[src/inc/uub_defines.svh]
// Constants for the USB to UART bridge
`ifndef UUB_DEFINES_SVH
`define UUB_DEFINES_SVH
`define UUB_CLK_HZ      40000000
`define UUB_RST_MIN_NS  15000
`define UUB_A_CTRL      8'h00
`define UUB_A_STAT      8'h04
`define UUB_A_TXD       8'h08
`define UUB_A_RXD       8'h0c
`define UUB_A_DADR      8'h10
`define UUB_A_DDAT      8'h14
`define UUB_CTRL_RST    13'h0038
`define UUB_S_PERR      2
`define UUB_S_FERR      3
`define UUB_S_OVR       4
`define UUB_XON         8'h11
`define UUB_XOFF        8'h13
`define UUB_D_VID       8'h00
`define UUB_D_PID       8'h02
`define UUB_D_ATTR      8'h04
`define UUB_D_MAXP      8'h05
`define UUB_D_REL       8'h06
`define UUB_D_SLEN      8'h08
`define UUB_D_SER       8'h09
`define UUB_D_PLEN      8'h48
`define UUB_D_PROD      8'h49
`define UUB_DEF_ATTR    8'h80
`define UUB_DEF_MAXP    8'h0f
`define UUB_SER_MAX     8'h3f
`define UUB_PROD_MAX    8'h7e
`define UUB_DEF_SER     8'h41
`define UUB_DEF_PROD    32'h55415254
`define UUB_DEF_PLEN    8'h04
`define UUB_RESP_OK     2'b00
`define UUB_RESP_ERR    2'b10
`endif

[src/inc/uub_pkg.sv]
// Types shared by the USB to UART bridge
package uub_pkg;
  typedef enum logic [1:0] {UUB_PAR_NONE, UUB_PAR_EVEN, UUB_PAR_ODD} uub_par_e;
  typedef enum logic [2:0] {UUB_IDLE, UUB_START, UUB_DATA, UUB_PAR, UUB_STOP} uub_ser_e;
  // Serial configuration as written by the host, msb first
  typedef struct packed {
    logic       resume_req;
    logic       dtr_on;
    logic       rts_on;
    logic       xon_en;
    logic       dtr_fc;
    logic       rts_fc;
    logic [4:0] rate;
    uub_par_e   par;
  } uub_cfg_s;
  // Events from the USB serial engine, one-cycle pulses
  typedef struct packed {
    logic suspend;
    logic resume;
    logic bus_rst;
    logic configured;
  } uub_usb_ev_s;
endpackage

[src/verilog/uub_bridge.sv]
// USB to UART bridge core: register slave, UART, suspend and reset pins
//
// Design decisions made here: the register offsets and the AXI4-Lite interface to the registers.
`timescale 1ns/1ps
`include "uub_defines.svh"
module uub_bridge #(
  parameter logic [15:0] VID = 16'h1a2b,  // Arbitrary value
  parameter logic [15:0] PID = 16'h3c4d,  // Arbitrary value
  parameter logic [15:0] REL = 16'h0200   // Arbitrary value
) (
  input  wire logic                 ref_clk_i,
  input  wire logic                 rstn_i,
  input  wire logic                 ce_i,
  input  wire logic [7:0]           s_axi_awaddr_i,
  input  wire logic                 s_axi_awvalid_i,
  output logic                      s_axi_awready_o,
  input  wire logic [31:0]          s_axi_wdata_i,
  input  wire logic [3:0]           s_axi_wstrb_i,
  input  wire logic                 s_axi_wvalid_i,
  output logic                      s_axi_wready_o,
  output logic [1:0]                s_axi_bresp_o,
  output logic                      s_axi_bvalid_o,
  input  wire logic                 s_axi_bready_i,
  input  wire logic [7:0]           s_axi_araddr_i,
  input  wire logic                 s_axi_arvalid_i,
  output logic                      s_axi_arready_o,
  output logic [31:0]               s_axi_rdata_o,
  output logic [1:0]                s_axi_rresp_o,
  output logic                      s_axi_rvalid_o,
  input  wire logic                 s_axi_rready_i,
  input  wire uub_pkg::uub_usb_ev_s usb_ev_i,
  output logic                      usb_pullup_o,
  output logic                      usb_resume_o,
  input  wire logic                 rxd_i,
  output logic                      txd_o,
  input  wire logic                 cts_n_i,
  output logic                      rts_n_o,
  input  wire logic                 dsr_n_i,
  output logic                      dtr_n_o,
  input  wire logic                 dcd_n_i,
  input  wire logic                 ri_n_i,
  output logic                      suspend_o,
  output logic                      suspend_n_o,
  output logic                      suspend_oe_o,
  input  wire logic                 rst_pin_i,
  output logic                      rst_pin_o,
  output logic                      rst_pin_oe_o
);
  import uub_pkg::*;

  localparam int RST_CYC = (`UUB_RST_MIN_NS * (`UUB_CLK_HZ / 1000000) + 999) / 1000;

  // Bit period in clocks for each rate index
  function automatic logic [17:0] bdiv(input logic [4:0] i);
    case (i)
      5'h00:   bdiv = 18'(`UUB_CLK_HZ / 300);
      5'h01:   bdiv = 18'(`UUB_CLK_HZ / 600);
      5'h02:   bdiv = 18'(`UUB_CLK_HZ / 1200);
      5'h03:   bdiv = 18'(`UUB_CLK_HZ / 1800);
      5'h04:   bdiv = 18'(`UUB_CLK_HZ / 2400);
      5'h05:   bdiv = 18'(`UUB_CLK_HZ / 4800);
      5'h06:   bdiv = 18'(`UUB_CLK_HZ / 7200);
      5'h07:   bdiv = 18'(`UUB_CLK_HZ / 9600);
      5'h08:   bdiv = 18'(`UUB_CLK_HZ / 14400);
      5'h09:   bdiv = 18'(`UUB_CLK_HZ / 19200);
      5'h0a:   bdiv = 18'(`UUB_CLK_HZ / 28800);
      5'h0b:   bdiv = 18'(`UUB_CLK_HZ / 38400);
      5'h0c:   bdiv = 18'(`UUB_CLK_HZ / 56000);
      5'h0d:   bdiv = 18'(`UUB_CLK_HZ / 57600);
      5'h0e:   bdiv = 18'(`UUB_CLK_HZ / 115200);
      5'h0f:   bdiv = 18'(`UUB_CLK_HZ / 128000);
      5'h10:   bdiv = 18'(`UUB_CLK_HZ / 230400);
      5'h11:   bdiv = 18'(`UUB_CLK_HZ / 460800);
      default: bdiv = 18'(`UUB_CLK_HZ / 921600);
    endcase
  endfunction

  // Address decode shared by the write and read paths
  function automatic logic mapped(input logic [7:0] a);
    mapped = (a == `UUB_A_CTRL) || (a == `UUB_A_STAT) || (a == `UUB_A_TXD) ||
             (a == `UUB_A_RXD) || (a == `UUB_A_DADR) || (a == `UUB_A_DDAT);
  endfunction

  // Built-in descriptor bytes returned while the store is blank
  function automatic logic [7:0] dflt(input logic [7:0] a);
    logic [7:0] k;
    k = a - `UUB_D_PROD;
    dflt = 8'h00;
    if (a == `UUB_D_VID) dflt = VID[7:0];
    else if (a == `UUB_D_VID + 8'h01) dflt = VID[15:8];
    else if (a == `UUB_D_PID) dflt = PID[7:0];
    else if (a == `UUB_D_PID + 8'h01) dflt = PID[15:8];
    else if (a == `UUB_D_ATTR) dflt = `UUB_DEF_ATTR;
    else if (a == `UUB_D_MAXP) dflt = `UUB_DEF_MAXP;
    else if (a == `UUB_D_REL) dflt = REL[7:0];
    else if (a == `UUB_D_REL + 8'h01) dflt = REL[15:8];
    else if (a == `UUB_D_SLEN) dflt = 8'h01;
    else if (a == `UUB_D_SER) dflt = `UUB_DEF_SER;
    else if (a == `UUB_D_PLEN) dflt = `UUB_DEF_PLEN;
    else if (k < `UUB_DEF_PLEN) dflt = 8'(`UUB_DEF_PROD >> (8'h18 - {k[4:0], 3'b000}));
  endfunction

  logic [5:0]  sync1;
  logic [5:0]  sync2;
  logic [9:0]  rst_cnt;
  logic        srst;
  uub_cfg_s    cfg;
  logic [17:0] div;
  logic        aw_got;
  logic        w_got;
  logic [7:0]  aw_addr;
  logic [31:0] w_data;
  logic [3:0]  w_strb;
  logic        wr_fire;
  logic        rd_fire;
  logic        suspended;
  logic        configured;
  logic [7:0]  tx_hold;
  logic        tx_full;
  uub_ser_e    tx_st;
  logic [17:0] tx_cnt;
  logic [2:0]  tx_bit;
  logic [7:0]  tx_sh;
  logic        tx_stall;
  uub_ser_e    rx_st;
  logic [17:0] rx_cnt;
  logic [2:0]  rx_bit;
  logic [7:0]  rx_sh;
  logic        rx_perr;
  logic [7:0]  rx_data;
  logic        rx_valid;
  logic        rx_done;
  logic        xoff_held;
  logic [2:0]  err;
  logic [7:0]  desc_addr;
  logic [7:0]  store [256];
  logic        store_prog;
  logic [7:0]  ddat;
  logic        rxd_s;
  logic        pin_s;

  assign rxd_s    = sync2[0];
  assign pin_s    = sync2[5];
  assign div      = bdiv(cfg.rate);
  assign wr_fire  = aw_got && w_got && !s_axi_bvalid_o;
  assign rd_fire  = s_axi_arvalid_i && s_axi_arready_o;
  assign tx_stall = (cfg.rts_fc && sync2[1]) || (cfg.dtr_fc && sync2[2]) || xoff_held;
  assign rx_done  = rx_st == UUB_STOP && rx_cnt == 18'h0;
  assign ddat     = s_axi_wdata_i[7:0];

  // Two-stage synchronisers for every pin input; idle level is high
  always_ff @(posedge ref_clk_i or negedge rstn_i) begin
    if (!rstn_i) begin
      sync1 <= 6'h3f;
      sync2 <= 6'h3f;
    end else if (ce_i) begin
      sync1 <= {rst_pin_i, ri_n_i, dcd_n_i, dsr_n_i, cts_n_i, rxd_i};
      sync2 <= sync1;
    end
  end

  // Reset pin: qualified low for the minimum time gives a device reset
  always_ff @(posedge ref_clk_i or negedge rstn_i) begin
    if (!rstn_i) begin
      rst_cnt <= 10'h0;
      srst    <= 1'b0;
    end else if (ce_i) begin
      if (pin_s) begin
        rst_cnt <= 10'h0;
        srst    <= 1'b0;
      end else if (rst_cnt < 10'(RST_CYC - 1)) begin
        rst_cnt <= rst_cnt + 10'h1;
      end else begin
        srst <= 1'b1;
      end
    end
  end

  // Power-on reset drives the open-drain pin low until release
  always_ff @(posedge ref_clk_i or negedge rstn_i) begin
    if (!rstn_i) begin
      rst_pin_o    <= 1'b0;
      rst_pin_oe_o <= 1'b1;
    end else if (ce_i) begin
      rst_pin_o    <= 1'b0;
      rst_pin_oe_o <= 1'b0;
    end
  end

  // Write address and data are taken in either order, answered together
  always_ff @(posedge ref_clk_i or negedge rstn_i) begin
    if (!rstn_i) begin
      aw_got <= 1'b0;
      w_got  <= 1'b0;
      aw_addr <= 8'h0;
      w_data <= 32'h0;
      w_strb <= 4'h0;
      s_axi_awready_o <= 1'b1;
      s_axi_wready_o  <= 1'b1;
      s_axi_bvalid_o  <= 1'b0;
      s_axi_bresp_o   <= `UUB_RESP_OK;
    end else if (ce_i) begin
      if (s_axi_awvalid_i && s_axi_awready_o) begin
        aw_got <= 1'b1;
        aw_addr <= s_axi_awaddr_i;
        s_axi_awready_o <= 1'b0;
      end
      if (s_axi_wvalid_i && s_axi_wready_o) begin
        w_got  <= 1'b1;
        w_data <= s_axi_wdata_i;
        w_strb <= s_axi_wstrb_i;
        s_axi_wready_o <= 1'b0;
      end
      if (wr_fire) begin
        s_axi_bvalid_o <= 1'b1;
        s_axi_bresp_o  <= mapped(aw_addr) ? `UUB_RESP_OK : `UUB_RESP_ERR;
      end
      if (s_axi_bvalid_o && s_axi_bready_i) begin
        s_axi_bvalid_o  <= 1'b0;
        aw_got <= 1'b0;
        w_got  <= 1'b0;
        s_axi_awready_o <= 1'b1;
        s_axi_wready_o  <= 1'b1;
      end
    end
  end

  // Configuration from host commands; resume request never stays set
  always_ff @(posedge ref_clk_i or negedge rstn_i) begin
    if (!rstn_i) begin
      cfg <= uub_cfg_s'(`UUB_CTRL_RST);
      usb_resume_o <= 1'b0;
    end else if (ce_i) begin
      usb_resume_o <= 1'b0;
      if (srst) begin
        cfg <= uub_cfg_s'(`UUB_CTRL_RST);
      end else if (wr_fire && aw_addr == `UUB_A_CTRL && w_strb[0] && w_strb[1]) begin
        cfg <= uub_cfg_s'({1'b0, w_data[11:0]});
        usb_resume_o <= w_data[12] && suspended;
      end
    end
  end

  // Read channel; side effects happen when the address is taken
  always_ff @(posedge ref_clk_i or negedge rstn_i) begin
    if (!rstn_i) begin
      s_axi_arready_o <= 1'b1;
      s_axi_rvalid_o  <= 1'b0;
      s_axi_rdata_o   <= 32'h0;
      s_axi_rresp_o   <= `UUB_RESP_OK;
    end else if (ce_i) begin
      if (rd_fire) begin
        s_axi_arready_o <= 1'b0;
        s_axi_rvalid_o  <= 1'b1;
        s_axi_rresp_o   <= mapped(s_axi_araddr_i) ? `UUB_RESP_OK : `UUB_RESP_ERR;
        s_axi_rdata_o   <= 32'h0;
        if (s_axi_araddr_i == `UUB_A_CTRL) s_axi_rdata_o <= {19'h0, cfg};
        else if (s_axi_araddr_i == `UUB_A_STAT) begin
          s_axi_rdata_o <= {19'h0, store_prog, xoff_held, configured, suspended,
                            ~sync2[4], ~sync2[3], ~sync2[2], ~sync2[1], err,
                            rx_valid, tx_full || tx_st != UUB_IDLE};
        end
        else if (s_axi_araddr_i == `UUB_A_RXD) s_axi_rdata_o <= {24'h0, rx_data};
        else if (s_axi_araddr_i == `UUB_A_DADR) s_axi_rdata_o <= {24'h0, desc_addr};
        else if (s_axi_araddr_i == `UUB_A_DDAT) begin
          s_axi_rdata_o <= {24'h0, store_prog ? store[desc_addr] : dflt(desc_addr)};
        end
      end else if (s_axi_rvalid_o && s_axi_rready_i) begin
        s_axi_rvalid_o  <= 1'b0;
        s_axi_arready_o <= 1'b1;
      end
    end
  end

  // Suspend state follows USB events; device reset exits and unconfigures
  always_ff @(posedge ref_clk_i or negedge rstn_i) begin
    if (!rstn_i) begin
      suspended  <= 1'b0;
      configured <= 1'b0;
    end else if (ce_i) begin
      if (srst) begin
        suspended  <= 1'b0;
        configured <= 1'b0;
      end else begin
        if (usb_ev_i.configured) configured <= 1'b1;
        if (usb_ev_i.resume || usb_ev_i.bus_rst || usb_resume_o) suspended <= 1'b0;
        else if (usb_ev_i.suspend) suspended <= 1'b1;
      end
    end
  end

  // Suspend pins: released while in reset so the board pull-ups win
  always_ff @(posedge ref_clk_i or negedge rstn_i) begin
    if (!rstn_i) begin
      suspend_o    <= 1'b1;
      suspend_n_o  <= 1'b1;
      suspend_oe_o <= 1'b0;
      usb_pullup_o <= 1'b0;
    end else if (ce_i) begin
      suspend_o    <= suspended || !configured;
      suspend_n_o  <= !(suspended || !configured);
      suspend_oe_o <= !srst;
      usb_pullup_o <= !srst;
    end
  end

  // Transmit holding register: one byte waits while a character is on the line
  always_ff @(posedge ref_clk_i or negedge rstn_i) begin
    if (!rstn_i) begin
      tx_hold <= 8'h0;
      tx_full <= 1'b0;
    end else if (ce_i) begin
      if (srst) begin
        tx_full <= 1'b0;
      end else if (wr_fire && aw_addr == `UUB_A_TXD && w_strb[0] && !tx_full) begin
        tx_hold <= w_data[7:0];
        tx_full <= 1'b1;
      end else if (tx_st == UUB_IDLE && !tx_stall) begin
        tx_full <= 1'b0;
      end
    end
  end

  // Transmitter: start, eight data bits lsb first, optional parity, one stop
  always_ff @(posedge ref_clk_i or negedge rstn_i) begin
    if (!rstn_i) begin
      tx_st  <= UUB_IDLE;
      tx_cnt <= 18'h0;
      tx_bit <= 3'h0;
      tx_sh  <= 8'h0;
      txd_o  <= 1'b1;
    end else if (ce_i) begin
      if (srst) begin
        tx_st <= UUB_IDLE;
        txd_o <= 1'b1;
      end else if (tx_st == UUB_IDLE) begin
        if (tx_full && !tx_stall) begin
          tx_sh  <= tx_hold;
          tx_st  <= UUB_START;
          tx_cnt <= div - 18'h1;
          txd_o  <= 1'b0;
        end
      end else if (tx_cnt != 18'h0) begin
        tx_cnt <= tx_cnt - 18'h1;
      end else begin
        tx_cnt <= div - 18'h1;
        case (tx_st)
          UUB_START: begin
            tx_st  <= UUB_DATA;
            tx_bit <= 3'h0;
            txd_o  <= tx_sh[0];
          end
          UUB_DATA: begin
            if (tx_bit == 3'h7) begin
              tx_st <= (cfg.par == UUB_PAR_NONE) ? UUB_STOP : UUB_PAR;
              txd_o <= (cfg.par == UUB_PAR_NONE) ? 1'b1
                     : ((^tx_sh) ^ (cfg.par == UUB_PAR_ODD));
            end else begin
              tx_bit <= tx_bit + 3'h1;
              txd_o  <= tx_sh[tx_bit + 3'h1];
            end
          end
          UUB_PAR: begin
            tx_st <= UUB_STOP;
            txd_o <= 1'b1;
          end
          default: begin
            tx_st <= UUB_IDLE;
            txd_o <= 1'b1;
          end
        endcase
      end
    end
  end

  // Receiver: confirm start at mid-bit, then sample each bit at its centre
  always_ff @(posedge ref_clk_i or negedge rstn_i) begin
    if (!rstn_i) begin
      rx_st   <= UUB_IDLE;
      rx_cnt  <= 18'h0;
      rx_bit  <= 3'h0;
      rx_sh   <= 8'h0;
      rx_perr <= 1'b0;
    end else if (ce_i) begin
      if (srst) begin
        rx_st <= UUB_IDLE;
      end else if (rx_st == UUB_IDLE) begin
        if (!rxd_s) begin
          rx_st  <= UUB_START;
          rx_cnt <= {1'b0, div[17:1]};
        end
      end else if (rx_cnt != 18'h0) begin
        rx_cnt <= rx_cnt - 18'h1;
      end else begin
        rx_cnt <= div - 18'h1;
        case (rx_st)
          UUB_START: begin
            rx_st   <= rxd_s ? UUB_IDLE : UUB_DATA;  // Glitch rejection
            rx_bit  <= 3'h0;
            rx_perr <= 1'b0;
          end
          UUB_DATA: begin
            rx_sh  <= {rxd_s, rx_sh[7:1]};
            rx_bit <= rx_bit + 3'h1;
            if (rx_bit == 3'h7) rx_st <= (cfg.par == UUB_PAR_NONE) ? UUB_STOP : UUB_PAR;
          end
          UUB_PAR: begin
            rx_perr <= rxd_s != ((^rx_sh) ^ (cfg.par == UUB_PAR_ODD));
            rx_st   <= UUB_STOP;
          end
          default: rx_st <= UUB_IDLE;
        endcase
      end
    end
  end

  // Received byte delivery and in-band flow control; set wins over the read
  always_ff @(posedge ref_clk_i or negedge rstn_i) begin
    if (!rstn_i) begin
      rx_data   <= 8'h0;
      rx_valid  <= 1'b0;
      xoff_held <= 1'b0;
    end else if (ce_i) begin
      if (srst) begin
        rx_valid  <= 1'b0;
        xoff_held <= 1'b0;
      end else begin
        // Read clears first, so a consumed XON or XOFF cannot swallow it
        if (rd_fire && s_axi_araddr_i == `UUB_A_RXD) rx_valid <= 1'b0;
        if (rx_done && cfg.xon_en && rx_sh == `UUB_XOFF) begin
          xoff_held <= 1'b1;
        end else if (rx_done && cfg.xon_en && rx_sh == `UUB_XON) begin
          xoff_held <= 1'b0;
        end else if (rx_done) begin
          rx_data  <= rx_sh;
          rx_valid <= 1'b1;
        end
      end
      if (!cfg.xon_en) xoff_held <= 1'b0;
    end
  end

  // Sticky receive errors, cleared by writing one; a new error wins
  always_ff @(posedge ref_clk_i or negedge rstn_i) begin
    if (!rstn_i) begin
      err <= 3'h0;
    end else if (ce_i) begin
      if (srst) begin
        err <= 3'h0;
      end else begin
        if (wr_fire && aw_addr == `UUB_A_STAT && w_strb[0]) begin
          err <= err & ~w_data[`UUB_S_OVR:`UUB_S_PERR];
        end
        if (rx_done && rx_perr) err[0] <= 1'b1;
        if (rx_done && !rxd_s) err[1] <= 1'b1;
        if (rx_done && rx_valid && !(rd_fire && s_axi_araddr_i == `UUB_A_RXD)) err[2] <= 1'b1;
      end
    end
  end

  // Modem outputs: inactive high from reset until set, or driven by flow control
  always_ff @(posedge ref_clk_i or negedge rstn_i) begin
    if (!rstn_i) begin
      rts_n_o <= 1'b1;
      dtr_n_o <= 1'b1;
    end else if (ce_i) begin
      rts_n_o <= srst || (cfg.rts_fc ? rx_valid : !cfg.rts_on);
      dtr_n_o <= srst || (cfg.dtr_fc ? rx_valid : !cfg.dtr_on);
    end
  end

  // Descriptor pointer steps after each data access
  always_ff @(posedge ref_clk_i or negedge rstn_i) begin
    if (!rstn_i) begin
      desc_addr <= 8'h0;
    end else if (ce_i) begin
      if (wr_fire && aw_addr == `UUB_A_DADR && w_strb[0]) desc_addr <= w_data[7:0];
      else begin
        desc_addr <= desc_addr + {7'h0, wr_fire && aw_addr == `UUB_A_DDAT}
                   + {7'h0, rd_fire && s_axi_araddr_i == `UUB_A_DDAT};
      end
    end
  end

  // Descriptor store survives device reset; only power-on clears the flag
  always_ff @(posedge ref_clk_i or negedge rstn_i) begin
    if (!rstn_i) begin
      store_prog <= 1'b0;
    end else if (ce_i && wr_fire && aw_addr == `UUB_A_DDAT && w_strb[0]) begin
      store_prog <= 1'b1;
    end
  end

  // Store array; length bytes are clamped to the string capacity
  always_ff @(posedge ref_clk_i) begin
    if (ce_i && wr_fire && aw_addr == `UUB_A_DDAT && w_strb[0]) begin
      if (desc_addr == `UUB_D_SLEN && w_data[7:0] > `UUB_SER_MAX) store[desc_addr] <= `UUB_SER_MAX;
      else if (desc_addr == `UUB_D_PLEN && w_data[7:0] > `UUB_PROD_MAX) begin
        store[desc_addr] <= `UUB_PROD_MAX;
      end else store[desc_addr] <= w_data[7:0];
    end
  end
endmodule

[config.mk]
export PLATFORM = sky130hd
export DESIGN_NAME = uub_bridge
export DESIGN_NICKNAME = d
export VERILOG_FILES = /design/src/inc/uub_pkg.sv /design/src/verilog/uub_bridge.sv
export VERILOG_INCLUDE_DIRS = /design/src /design/src/inc
export SDC_FILE = /design/constraint.sdc
export NUM_CORES = 2
export LEC_CHECK = 0
export BUFFER_PORTS_ARGS = -buffer_cell sky130_fd_sc_hd__buf_2
export CORE_MARGIN = 10
export CORE_UTILIZATION = 50
export DETAILED_ROUTE_END_ITERATION = 8
export GPL_TIMING_DRIVEN = 1
export PLACE_DENSITY = 0.7
export SLEW_MARGIN = 30
export SYNTH_ARGS = -nofsm -noshare
export SYNTH_HDL_FRONTEND = slang
export SYNTH_SLANG_ARGS = --single-unit
export TNS_END_PERCENT = 100
[constraint.sdc]
create_clock -name ref_clk_i -period 12.3 [get_ports ref_clk_i]
set_input_delay 2.46 -clock ref_clk_i [delete_from_list [all_inputs] [get_ports ref_clk_i]]
set_output_delay 2.46 -clock ref_clk_i [all_outputs]
set_load 0.05 [all_outputs]
==> flow_metrics.py <==
metrics = {
    "power_and_ir_drop": {
        "vdd_drop_max_mv": 0.137,
        "p_per_area_nw_per_um2": 167,
        "p_leak_uw": 0.0363,
    },
    "floorplan": {
        "initial_utilization_pct": 50.3,
        "dieArea_um2": 199000,
        "die_w_um": 447,
        "row_count": 156,
        "die_h_um": 447,
        "io_pins": 121,
        "core_um2": 181000,
    },
    "global_route": {
        "grt_pass1_vias": 48900,
        "antenna_found_initial": 11,
        "grt_first_pass_wirelength_mm": 356,
        "track_usage_pct": 24.6,
        "grt_max_degree": 200,
        "overflow": 0,
    },
    "yosys": {
        "ys_top_cells_by_count": "edfxtp_1, mux4_2, nor2_1",
        "synth_cell_types": 98,
        "yosys.area.top_type": "edfxtp_1",
        "ys_async_sr_fraction_pct": 8.33,
        "synth_area_leaders": "edfxtp_1, mux4_2, dfrtp_1",
        "synth_top_cell_area_share_pct": 67.6,
        "synth_edf_count": 2048,
        "synth_cells": 4994,
        "yosys_warnings": 0,
        "yosysSeqAreaShare_pct": 72.8,
        "syn_avg_cell_area_um2": 18.2,
        "ys.flop_type": "edfxtp_1",
        "syn-cell-area_um2": 91000,
        "yosysMostFrequentCell": "edfxtp_1",
        "synth_seq_cells": 2234,
    },
    "placed_design": {
        "dp.cells": 7255,
        "gp_congestion": 0.914,
        "port-buffer-count": 77,
        "dpl_cell_area_um2": 93700,
        "hpwl_mm": 152,
        "place_ws_ns": 5.81,
    },
    "timing": {
        "timing.final.max_slew_violations": 0,
        "max_slew_margin_pct": 25.7,
        "fin_ws_ns": 5.83,
        "final.period_utilization_pct": 52.6,
        "fmax_mhz": 155,
        "rsz0062_at_grt": "no",
        "fin_skew_ns": 0.0558,
        "tightest_slew_ns": 1.11,
        "finalCriticalPeriod_ns": 6.47,
        "finalSetupTns_ns": 0,
        "setup_viol": 0,
        "hold_viol": 0,
    },
    "route": {
        "wl_met2_mm": 113,
        "wl_per_cell_um": 32.5,
        "wl_met3_mm": 31.5,
        "viasPerCell": 6.59,
        "totalWireLength_mm": 249,
        "route.detailed.drc": 18,
        "first_pass_iters": 9,
        "via_count": 50500,
        "drt_iter0_markers": 7770,
        "ant_nets": 0,
        "routed.top_layer": "met5",
        "wl_met1_mm": 92.1,
    },
    "clock_tree": {
        "clock-sinks": 2234,
        "cts-root-buf": "clkbuf_16",
        "postCtsSetupBuffers": 0,
        "clk_path_buf_depth": 3,
        "clk_pin_slew_ns": 0.07,
        "clock_latency_ns": 0.87,
        "cts_max_level": 4,
        "numCtsBuffers": 211,
        "ctsResizeCount": 0,
        "tritoncts": "done",
        "holdBufCountCts": 0,
    },
    "layout": {
        "drive_gt1_share_pct": 21.5,
        "syn2layout_area_growth_pct": 10.6,
        "fill_cells": 13400,
        "fin_nets": 5197,
        "fin_cells": 7655,
        "fin_area_um2": 101000,
    },
    "critical_path": {
        "cpMostUsedCell": "buf_4",
        "startpoint_type": "register",
        "cpPeakStageDelay_ns": 0.85,
        "crit_chain": "buf_4 -> buf_12 -> buf_4 -> buf_4 -> mux4_2 -> o22ai_1 -> nor4_1 -> o211ai_1 -> nor3_1 -> nor4_1 -> o31ai_1",
        "cp_max_fo": 75,
        "path_class": "reg -> reg",
        "worstPathArrival_ns": 7.21,
        "slowest_stage": "nor4_1",
        "worst_setup_path_end_kind": "register",
        "worstPathRequired_ns": 13.04,
    },
    "flow_run": {
        "max_cap_viol_count": 0,
    },
    "min_path": {
        "hp-class": "reg -> reg",
    },
    "outcome": {
        "outcome": "finished, violations left",
        "violations": "design-rule violations",
    },
}
==> path summary, 6_finish.rpt <==
| check | from | to | slack (ns) | cells after the start |
|---|---|---|---|---|
| min in group asynchronous | rstn_i | w_got | 1.63 | 1 |
| worst max register to register | desc_addr[0] | s_axi_rdata_o[7] | 5.83 | 11 |
| worst min-delay path | s_axi_rdata_o[8] | s_axi_rdata_o[8] | 0.47 | 2 |
| worst max-delay path | desc_addr[0] | s_axi_rdata_o[7] | 5.83 | 11 |
| max in group asynchronous | rstn_i | cfg[10] | 9.47 | 2 |
| worst min register to register | s_axi_rdata_o[8] | s_axi_rdata_o[8] | 0.47 | 2 |
==> sequential cells by signal, indices dropped and copies added, names as in the netlist, 6 cells and up <==
signal	count
aw_addr	8
cfg	12
desc_addr	8
rst_cnt	10
rx_cnt	18
rx_data	8
rx_sh	8
s_axi_rdata_o	13
store	2048
sync1	6
sync2	6
tx_cnt	18
tx_hold	8
tx_sh	8
w_data	13
==> per-layer routing <==
metal,vias up,track usage [%]
li1,20400,-
met5,-,0
met4,10,10.7
met1,26100,33.5
met3,601,7.62
met2,3313,36.7
==> layout by cell type (no fill, tap or decap), types with 11 or more instances in the layout <==
cell	netlist	final
a211oi_1	24	24
a21oi_1	113	112
a221oi_1	17	17
a22o_1	18	18
a22oi_1	90	90
a31oi_1	31	30
and2_1	15	13
and3_1	24	24
buf_2	68	77
buf_4	55	94
bufinv_16	0	17
clkbuf_1	132	43
clkbuf_16	0	211
clkinv_1	1	54
clkinv_2	0	38
conb_1	1	22
dfrtp_1	162	157
dfstp_2	24	24
edfxtp_1	2048	2048
ha_1	25	25
inv_1	41	40
mux2_2	53	53
mux2i_1	149	149
mux4_2	492	492
nand2_1	252	246
nand2b_1	22	22
nand3_1	77	71
nand4_1	20	20
nor2_1	394	389
nor2b_1	21	16
nor3_1	71	71
nor4_1	20	17
o2111ai_1	11	11
o21ai_0	106	106
o21ai_1	18	18
o22ai_1	64	64
o31ai_1	19	19
or3_1	21	17
xnor2_1	23	23
xor2_1	13	13
==> power by group <==
part / internal, uW / switching [uW]
clock: 3530 / 2860
combinational: 688 / 1240
sequential: 8300 / 193
total: 12500 / 4290
==> cell families after synthesis <==
family	after synthesis	synth area share [%]
flops	2234	72.8
simple gates	1007	5.16
mux	698	14.5
compound gates	632	4.70
buf+inv	360	2.13
xor+xnor	36	0.347
fa+ha+maj	26	0.366
other cells	1	0.00412
==> cell type report <==
type                    instances  area, um2  share of cell area, %
diodes                          8       20.0                 0.0199
clock buffers                 256       5470                   5.43
clock inverters               133       1290                   1.28
inverters                      45        174                  0.173
multi-input cells            2421      23100                   23.0
flip-flops and latches       2234      66200                   65.8
well taps                    2370       2970                   2.95
repair buffers                188       1410                   1.40
==> critical path, delay by kind of cell, from the launching register on <==
kind | cells | cell delay (ns)
simple gates | 3 | 1.93
flops | 1 | 0.69
buf+inv | 4 | 2.38
mux | 1 | 0.35
compound gates | 3 | 0.63
==> per-stage QoR <==
step                      util, %  total power, uW  hold WS (ns)
after global placement       51.8            10500         0.456
after detailed placement     51.8            10500         0.461
final                        55.6            16800         0.472
after floorplan                 -             9970         0.446
after CTS                    55.5            16800         0.475
after global routing         55.6            17300         0.492
(Power assumes the default switching activity.)
